[src/adcim_pkg.sv]
package adcim_pkg;
  // Input configuration field codes
  localparam logic [1:0] CFG_TWO_SE_A   = 2'h0;
  localparam logic [1:0] CFG_SE_GSENSE  = 2'h1;
  localparam logic [1:0] CFG_PSEUDO_DIF = 2'h2;
  localparam logic [1:0] CFG_TWO_SE_B   = 2'h3;
  localparam logic [1:0] CFG_RESET      = 2'h0;
  // Operating mode codes
  localparam logic [2:0] MODE_MAN_A     = 3'h0;
  localparam logic [2:0] MODE_MAN_B     = 3'h1;
  localparam logic [2:0] MODE_MAN_SEQ_A = 3'h4;
  localparam logic [2:0] MODE_MAN_SEQ_B = 3'h5;
  localparam logic [2:0] MODE_AUTO_SEQ  = 3'h6;
  localparam logic [2:0] MODE_HP_SEQ    = 3'h7;
  localparam logic [2:0] MODE_RESET     = 3'h0;
  localparam logic [1:0] CHEN_RESET     = 2'h1;
  // Capacitor source selects
  localparam logic [1:0] SRC_GND  = 2'h0;
  localparam logic [1:0] SRC_IN0  = 2'h1;
  localparam logic [1:0] SRC_IN1  = 2'h2;
  localparam int         RES_BITS = 12;
  localparam logic [11:0] NEG_FS_CODE = 12'h000;
  localparam logic [11:0] POS_FS_CODE = 12'hfff;
  // Calibration settle time: 1000 ns at 50 MHz
  localparam int CAL_NS    = 1000;
  localparam int CLK_MHZ   = 50;
  localparam int CAL_CYC   = (CAL_NS * CLK_MHZ + 999) / 1000;
  localparam int CONV_CYC  = 4;
endpackage

[src/adcim_corr.sv]
`timescale 1ns/100ps
module adcim_corr #(
  parameter int W = 12
) (
  input  wire logic [W-1:0] raw,
  input  wire logic [W-1:0] offs,
  output logic      [W-1:0] code
);
  // Saturating offset removal keeps the result straight binary
  logic [W:0] diff;
  always_comb
  begin
    diff = {1'b0, raw} - {1'b0, offs};
    if (diff[W])
      code = adcim_pkg::NEG_FS_CODE;
    else
      code = diff[W-1:0];
  end
endmodule

[src/adcim_top.sv]
`timescale 1ns/100ps
module adcim_top #(
  parameter int CAL_CYCLES = adcim_pkg::CAL_CYC,
  parameter int CONV_CYCLES = adcim_pkg::CONV_CYC
) (
  input  wire logic        CLK,
  input  wire logic        RESET_N,
  input  wire logic        CLK_EN,
  input  wire logic [1:0]  INPUT_CONFIG_FIELD,
  input  wire logic [2:0]  OPERATING_MODE_CODE,
  input  wire logic [1:0]  SEQUENCE_CHANNEL_ENABLES,
  input  wire logic        CALIBRATION_TRIGGER_BIT,
  input  wire logic        CONV_START,
  input  wire logic        ERR_CLEAR,
  input  wire logic [11:0] ADC_RAW,
  output logic      [1:0]  CAP1_SRC,
  output logic      [1:0]  CAP2_SRC,
  output logic             SAMPLE_SW_CLOSED,
  output logic             BUSY,
  output logic             SEQ_ERROR,
  output logic             AUTONOMOUS,
  output logic             HIGH_PRECISION,
  output logic             RESULT_VALID,
  output logic             RESULT_CH,
  output logic      [11:0] RESULT
);
  // ----------------------------------------------------------------
  // Types and state
  // ----------------------------------------------------------------
  typedef enum logic [3:0] {
    ST_CAL  = 4'b0001,
    ST_IDLE = 4'b0010,
    ST_CONV = 4'b0100,
    ST_NEXT = 4'b1000
  } adcim_st_t;

  typedef struct packed {
    adcim_st_t   st;
    logic [15:0] cnt;
    logic        ch;
    logic        seq_run;
    logic [11:0] offs;
    logic        err;
    logic        vld;
    logic        res_ch;
    logic [11:0] res;
  } adcim_state_t;

  adcim_state_t s_r;
  adcim_state_t s_nxt;
  logic [1:0]   rst_sync_r;
  logic         rst_n;
  logic         single_cfg;
  logic         seq_mode;
  logic [1:0]   chen_eff;
  logic [11:0]  corr_code;

  // ----------------------------------------------------------------
  // Reset release
  // ----------------------------------------------------------------
  always_ff @(posedge CLK or negedge RESET_N)
  begin
    if (!RESET_N)
      rst_sync_r <= 2'h0;
    else
      rst_sync_r <= {rst_sync_r[0], 1'b1};
  end
  assign rst_n = rst_sync_r[1];

  // ----------------------------------------------------------------
  // Mode decode
  // ----------------------------------------------------------------
  // Codes 01b and 10b are the single-channel configurations
  assign single_cfg = (INPUT_CONFIG_FIELD == adcim_pkg::CFG_SE_GSENSE) ||
                      (INPUT_CONFIG_FIELD == adcim_pkg::CFG_PSEUDO_DIF);
  // Top bit set selects sequencing; 000b/001b stay manual on channel 0
  assign seq_mode = OPERATING_MODE_CODE[2];
  // Channel 1 never converts in single-channel mode, only flags
  assign chen_eff = {SEQUENCE_CHANNEL_ENABLES[1] & ~single_cfg, SEQUENCE_CHANNEL_ENABLES[0]};

  adcim_corr #(
    .W (adcim_pkg::RES_BITS)
  ) u_corr (
    .raw  (ADC_RAW),
    .offs (s_r.offs),
    .code (corr_code)
  );

  // ----------------------------------------------------------------
  // Next state
  // ----------------------------------------------------------------
  always_comb
  begin
    s_nxt = s_r;
    s_nxt.vld = 1'b0;
    // Error flag: set wins over clear
    if (ERR_CLEAR)
      s_nxt.err = 1'b0;
    if (seq_mode && single_cfg && SEQUENCE_CHANNEL_ENABLES[1])
      s_nxt.err = 1'b1;
    unique case (s_r.st)
      ST_CAL:
      begin
        // Switches open while the offset is measured
        if (s_r.cnt >= 16'(CAL_CYCLES - 1))
        begin
          s_nxt.offs = ADC_RAW;
          s_nxt.cnt  = 16'h0000;
          s_nxt.st   = ST_IDLE;
        end
        else
          s_nxt.cnt = s_r.cnt + 16'h0001;
      end
      ST_IDLE:
      begin
        if (CALIBRATION_TRIGGER_BIT)
        begin
          s_nxt.st  = ST_CAL;
          s_nxt.cnt = 16'h0000;
        end
        else if (CONV_START || OPERATING_MODE_CODE == adcim_pkg::MODE_AUTO_SEQ ||
                 OPERATING_MODE_CODE == adcim_pkg::MODE_HP_SEQ)
        begin
          if (!seq_mode)
          begin
            s_nxt.ch      = 1'b0;
            s_nxt.seq_run = 1'b0;
            s_nxt.st      = ST_CONV;
          end
          else if (chen_eff != 2'h0)
          begin
            s_nxt.ch      = ~chen_eff[0]; // Channel 0 first
            s_nxt.seq_run = 1'b1;
            s_nxt.st      = ST_CONV;
          end
          s_nxt.cnt = 16'h0000;
        end
      end
      ST_CONV:
      begin
        if (s_r.cnt >= 16'(CONV_CYCLES - 1))
        begin
          s_nxt.res    = corr_code;
          s_nxt.res_ch = s_r.ch;
          s_nxt.vld    = 1'b1;
          s_nxt.cnt    = 16'h0000;
          s_nxt.st     = ST_NEXT;
        end
        else
          s_nxt.cnt = s_r.cnt + 16'h0001;
      end
      ST_NEXT:
      begin
        if (s_r.seq_run && !s_r.ch && chen_eff[1])
        begin
          s_nxt.ch = 1'b1;
          s_nxt.st = ST_CONV;
        end
        else
        begin
          s_nxt.seq_run = 1'b0;
          s_nxt.st      = ST_IDLE;
        end
      end
      default:
        s_nxt.st = ST_IDLE;
    endcase
  end

  always_ff @(posedge CLK or negedge rst_n)
  begin
    if (!rst_n)
    begin
      s_r        <= '0;
      s_r.st     <= ST_CAL;
    end
    else if (CLK_EN)
      s_r <= s_nxt;
  end

  // ----------------------------------------------------------------
  // Outputs
  // ----------------------------------------------------------------
  always_comb
  begin
    if (single_cfg)
    begin
      CAP1_SRC = adcim_pkg::SRC_IN0;
      CAP2_SRC = adcim_pkg::SRC_IN1;
    end
    else
    begin
      CAP1_SRC = s_r.ch ? adcim_pkg::SRC_IN1 : adcim_pkg::SRC_IN0;
      CAP2_SRC = adcim_pkg::SRC_GND;
    end
  end
  assign SAMPLE_SW_CLOSED = (s_r.st == ST_IDLE);
  assign BUSY             = (s_r.st == ST_CAL) || s_r.seq_run;
  assign SEQ_ERROR        = s_r.err;
  assign AUTONOMOUS       = (OPERATING_MODE_CODE == adcim_pkg::MODE_AUTO_SEQ);
  assign HIGH_PRECISION   = (OPERATING_MODE_CODE == adcim_pkg::MODE_HP_SEQ);
  assign RESULT_VALID     = s_r.vld;
  assign RESULT_CH        = s_r.res_ch;
  assign RESULT           = s_r.res;

  // ----------------------------------------------------------------
  // Checks
  // ----------------------------------------------------------------
  cal_busy_a: assert property (@(posedge CLK) disable iff (!rst_n)
    (s_r.st == ST_CAL) |-> (BUSY && !SAMPLE_SW_CLOSED))
    else $error("busy low or switches closed in calibration");
  err_set_a: assert property (@(posedge CLK) disable iff (!rst_n)
    (CLK_EN && seq_mode && single_cfg && SEQUENCE_CHANNEL_ENABLES[1]) |=> SEQ_ERROR)
    else $error("sequence error not flagged");
  cap2_gnd_a: assert property (@(posedge CLK) disable iff (!rst_n)
    !single_cfg |-> (CAP2_SRC == adcim_pkg::SRC_GND))
    else $error("cap two not on ground");
  single_caps_a: assert property (@(posedge CLK) disable iff (!rst_n)
    single_cfg |-> (CAP1_SRC == adcim_pkg::SRC_IN0 && CAP2_SRC == adcim_pkg::SRC_IN1))
    else $error("single channel caps wrong");
  man_ch0_a: assert property (@(posedge CLK) disable iff (!rst_n)
    (s_r.st == ST_CONV && !s_r.seq_run) |-> !s_r.ch)
    else $error("manual mode converted channel 1");
  ch_order_a: assert property (@(posedge CLK) disable iff (!rst_n)
    (RESULT_VALID && RESULT_CH && s_r.seq_run && chen_eff[0]) |-> $past(s_r.ch, 1 + CONV_CYCLES + 1) == 1'b0)
    else $error("channel 1 converted before channel 0");
  ch1_en_a: assert property (@(posedge CLK) disable iff (!rst_n)
    (s_r.st == ST_CONV && s_r.ch) |-> chen_eff[1])
    else $error("disabled channel converted");
  res_clip_a: assert property (@(posedge CLK) disable iff (!rst_n)
    (CLK_EN && s_r.st == ST_CONV && ADC_RAW <= s_r.offs && s_r.cnt == 16'(CONV_CYCLES - 1))
    |=> RESULT == adcim_pkg::NEG_FS_CODE)
    else $error("under-range result not zero");
  cal_cov: cover property (@(posedge CLK) disable iff (!rst_n)
    (s_r.st == ST_CAL) ##1 (s_r.st == ST_IDLE));
  seq_cov: cover property (@(posedge CLK) disable iff (!rst_n)
    RESULT_VALID && RESULT_CH);
  err_cov: cover property (@(posedge CLK) disable iff (!rst_n) $rose(SEQ_ERROR));
endmodule
[config.mk]
export PLATFORM = sky130hd
export DESIGN_NAME = adcim_top
export DESIGN_NICKNAME = d
export VERILOG_FILES = /design/src/adcim_pkg.sv /design/src/adcim_corr.sv /design/src/adcim_top.sv
export SDC_FILE = /design/constraint.sdc
export NUM_CORES = 1
export LEC_CHECK = 0
export BUFFER_PORTS_ARGS = -buffer_cell sky130_fd_sc_hd__buf_2
export CORE_UTILIZATION = 37
export DETAILED_ROUTE_END_ITERATION = 10
export PLACE_DENSITY = 0.55
export REMOVE_ABC_BUFFERS = 1
export SKIP_CTS_REPAIR_TIMING = 1
export SLEW_MARGIN = 25
export SYNTH_ARGS = -nofsm -noshare
export SYNTH_HDL_FRONTEND = slang
export SYNTH_SLANG_ARGS = --single-unit
[constraint.sdc]
create_clock -name CLK -period 2.25 [get_ports CLK]
set_input_delay 0.225 -clock CLK [delete_from_list [all_inputs] [get_ports CLK]]
set_output_delay 0.225 -clock CLK [all_outputs]
set_load 0.05 [all_outputs]
==> qor.yml <==
worst_setup_path:
  end_kind: "flip-flop"
  critPathSlowestCell: "dfrtp_1"
  cp_max_fo: 5
  reg2reg_depth: 9
  path_cells: "ha_2 > inv_2 > fa_2 > a211oi_4 > o21ai_2 > a221oi_2 > buf_4 > a2111oi_1 > a21o_1"
  regToRegStartpoint: "s_r[15]"
  r2r-end: "RESULT[3]"
  critical_path.max_stage_delay_ps: 360
  worstPathRequired_ps: 2440
  crit_arrival_ps: 2380
  critPathBufInv: 2
  startpoint_type: "flip-flop"
  crit_family: "compound AO/OA/AOI/OAI gates"
  critPathKind: "reg -> reg"
  reg2reg_setup_slack_ps: 60
placed_design:
  io_buffers: 46
  place_congestion: 0.8507
  dp_hpwl_um: 5260
  place_inst: 494
timing:
  tightest_slew_ps: 547.9
  hold_slack_ps: 146.4
  hold_viol: 0
  fmax_mhz: 457.6
  fin_skew_ps: 11.17
  tns_ps: 0
  slew_headroom_pct: 63.14
  fin_crit_sh_pct: 97.12
  setup_violations: 0
  fin_crit_ps: 2185
  final_max_slew_viol_count: 0
  rsz0062_at_grt: "true"
cts:
  cts_buffers: 5
  clkSinkCount: 51
  clkTransAtPathRegs_ps: 100
  htreeDepth: 2
  clock_path_buffers: 2
  tritoncts: "done"
  clock-root-buffer: "clkbuf_8"
  clk_latency_ps: 300
synth:
  synth_cell_types: 62
  ys.flop_type: "dfrtp_1"
  synth_top_area_share_pct: 40.21
  postSynthCellCount: 342
  async_flop_share_pct: 100.0
  syn_area_um2: 3112
  yosysWarnings: 0
  yosys_register_bits: 51
  yosysMostFrequentCell: "dfrtp_1"
  synth-edff-count: 0
  syn_area_per_cell_um2: 9.099
  synth_area_leaders: "dfrtp_1 (40%), ha_1 (6.0%), o21ai_0 (5.5%)"
  seq_area_frac_synth_pct: 41.05
  synthTopCellsByCount: "dfrtp_1 (50), nand2_1 (38), o21ai_0 (34)"
  yosys.area.top_type: "dfrtp_1"
global_route:
  grt_pass1_wl_um: 11610
  antenna_found_initial: 0
  grt_max_degree: 39
  grt_usage_pct: 16.63
  overflow: 0
  grt_pass1_vias: 2561
floorplan:
  rows: 33
  dieArea_um2: 8781
  ioPinCount: 48
  die-height_um: 93.71
  core_um2: 8175
  start_util_pct: 38.06
  die_x_um: 93.71
cells_and_area:
  num_antenna_cells: 0
  fillers: 815
  drive_above_1_share_pct: 26.87
  final_cell_count_no_fill: 507
  area_growth_pct: 20.31
  fin_util_pct: 45.79
  final_nets: 442
drt:
  detail-route-antenna-nets: 0
  route.vias.total: 2612
  drc_errors: 0
  firstDrtPassIters: 4
  viasPerCell: 5.152
  post_drt_wl_per_cell_um: 13.39
  drtIter0Drc: 82
  drt-total-wl_um: 6789
worst_hold_path:
  worstHoldPathType: "in -> reg"
  hold_end: "s_r[20]"
  hp-start: "ADC_RAW[5]"
  min_delay_path_depth: 3
power:
  power.leakage_nw: 1.856
  peakVddDrop_v: 0.0002672
  p_per_area_nw_per_um2: 787.8
run_status:
  run_status: "completed"
flow_run:
  cap_viol_max_count: 0
layout by cell type, fill, tap and decap left out, drive strengths merged, types with 3 or more instances in the layout:
cell | synthesis | final
a211oi | 7 | 7
a21o | 8 | 8
a21oi | 7 | 7
a31oi | 7 | 7
and3 | 4 | 4
buf | 23 | 77
clkbuf | 3 | 6
dfrtp | 50 | 50
ha | 15 | 15
inv | 23 | 23
mux2 | 4 | 4
nand2 | 38 | 38
nand2b | 4 | 4
nand3 | 5 | 5
nor2 | 26 | 26
nor2b | 4 | 4
nor3 | 5 | 5
nor4 | 4 | 4
nor4b | 3 | 3
o211ai | 4 | 4
o21a | 6 | 6
o21ai | 35 | 35
o31ai | 5 | 5
or2 | 4 | 4
or3 | 3 | 3
xnor2 | 3 | 3
xor2 | 4 | 4
power breakdown:
group / total, W / internal (W) / leakage (nW) / switching (W)
combinational: 0.00116 / 0.000491 / 1.17 / 0.000673
sequential: 0.00114 / 0.00102 / 0.635 / 0.000129
clock: 0.000641 / 0.000332 / 0.0514 / 0.000309
total: 0.00295 / 0.00184 / 1.86 / 0.00111
worst max path at each step:
| stage | from | endpoint | slack, ps | cells after the start |
|---|---|---|---|---|
| final | s_r[15] | RESULT[3] | 60 | 9 |
| after global routing | s_r[15] | RESULT[6] | -70 | 9 |
| after CTS | s_r[15] | RESULT[10] | -90 | 8 |
| after detailed placement | ADC_RAW[0] | RESULT[8] | -150 | 11 |
| after global placement | ADC_RAW[0] | RESULT[9] | -40 | 11 |
| after floorplan | s_r[29] | RESULT_CH | -110 | 5 |
logic make-up (layout without fill, tap and decap cells):
group                      Yosys count  after routing  synth area share, %
other                                2              2               0.2413
buffers and inverters               49            109                8.082
adders and majority gates           16             16                6.675
muxes                                5              5                1.769
and+or+nand+nor                    110            110                17.93
xor gates and xnor gates             7              7                1.970
DFF                                 51             51                41.05
AOI/OAI and AO/OA                  102            102                22.28
through the flow:
step	instance area (um^2)	power [W]	worst slack [ps]
after floorplan	2947	0.001913	-107.3
after global placement	3556	0.002299	-42.97
after detailed placement	3556	0.002306	-146.0
after CTS	3666	0.002964	-88.89
after global routing	3744	0.003159	-68.73
final	3744	0.002949	64.73
state kept, by name, indices dropped and copies added (netlist names):
signal	flops
RESULT_CH	1
s_r	34
rst_sync_r	2
RESULT_VALID	1
SEQ_ERROR	1
RESULT	12
layout make-up:
| class | count | area, um^2 | share of cell area (%) |
|---|---|---|---|
| clock buffers | 6 | 72.57 | 1.939 |
| clock inverters | 2 | 37.54 | 1.003 |
| inverters | 23 | 86.33 | 2.306 |
| multi-input cells | 242 | 1627 | 43.45 |
| flip-flops and latches | 51 | 1279 | 34.16 |
| well taps | 105 | 131.4 | 3.509 |
| repair buffers | 78 | 510.5 | 13.64 |
layer usage:
metal | track usage (%) | vias up | wire [um]
met2 | 27.68 | 58 | 3268
li1 | - | 1312 | -
met1 | 21.49 | 1233 | 3158
met4 | 5.641 | 0 | 102
met3 | 3.317 | 9 | 261
met5 | 0 | - | 0
worst register-to-register path, stage by stage, from the launching register on:
cell       delay, ps
dfrtp_1          360
ha_2             190
inv_2             40
fa_2             360
a211oi_4         320
o21ai_2          100
a221oi_2         320
buf_4            190
a2111oi_1         50
a21o_1           160
Note: power is estimated with default switching activity, not from simulation.
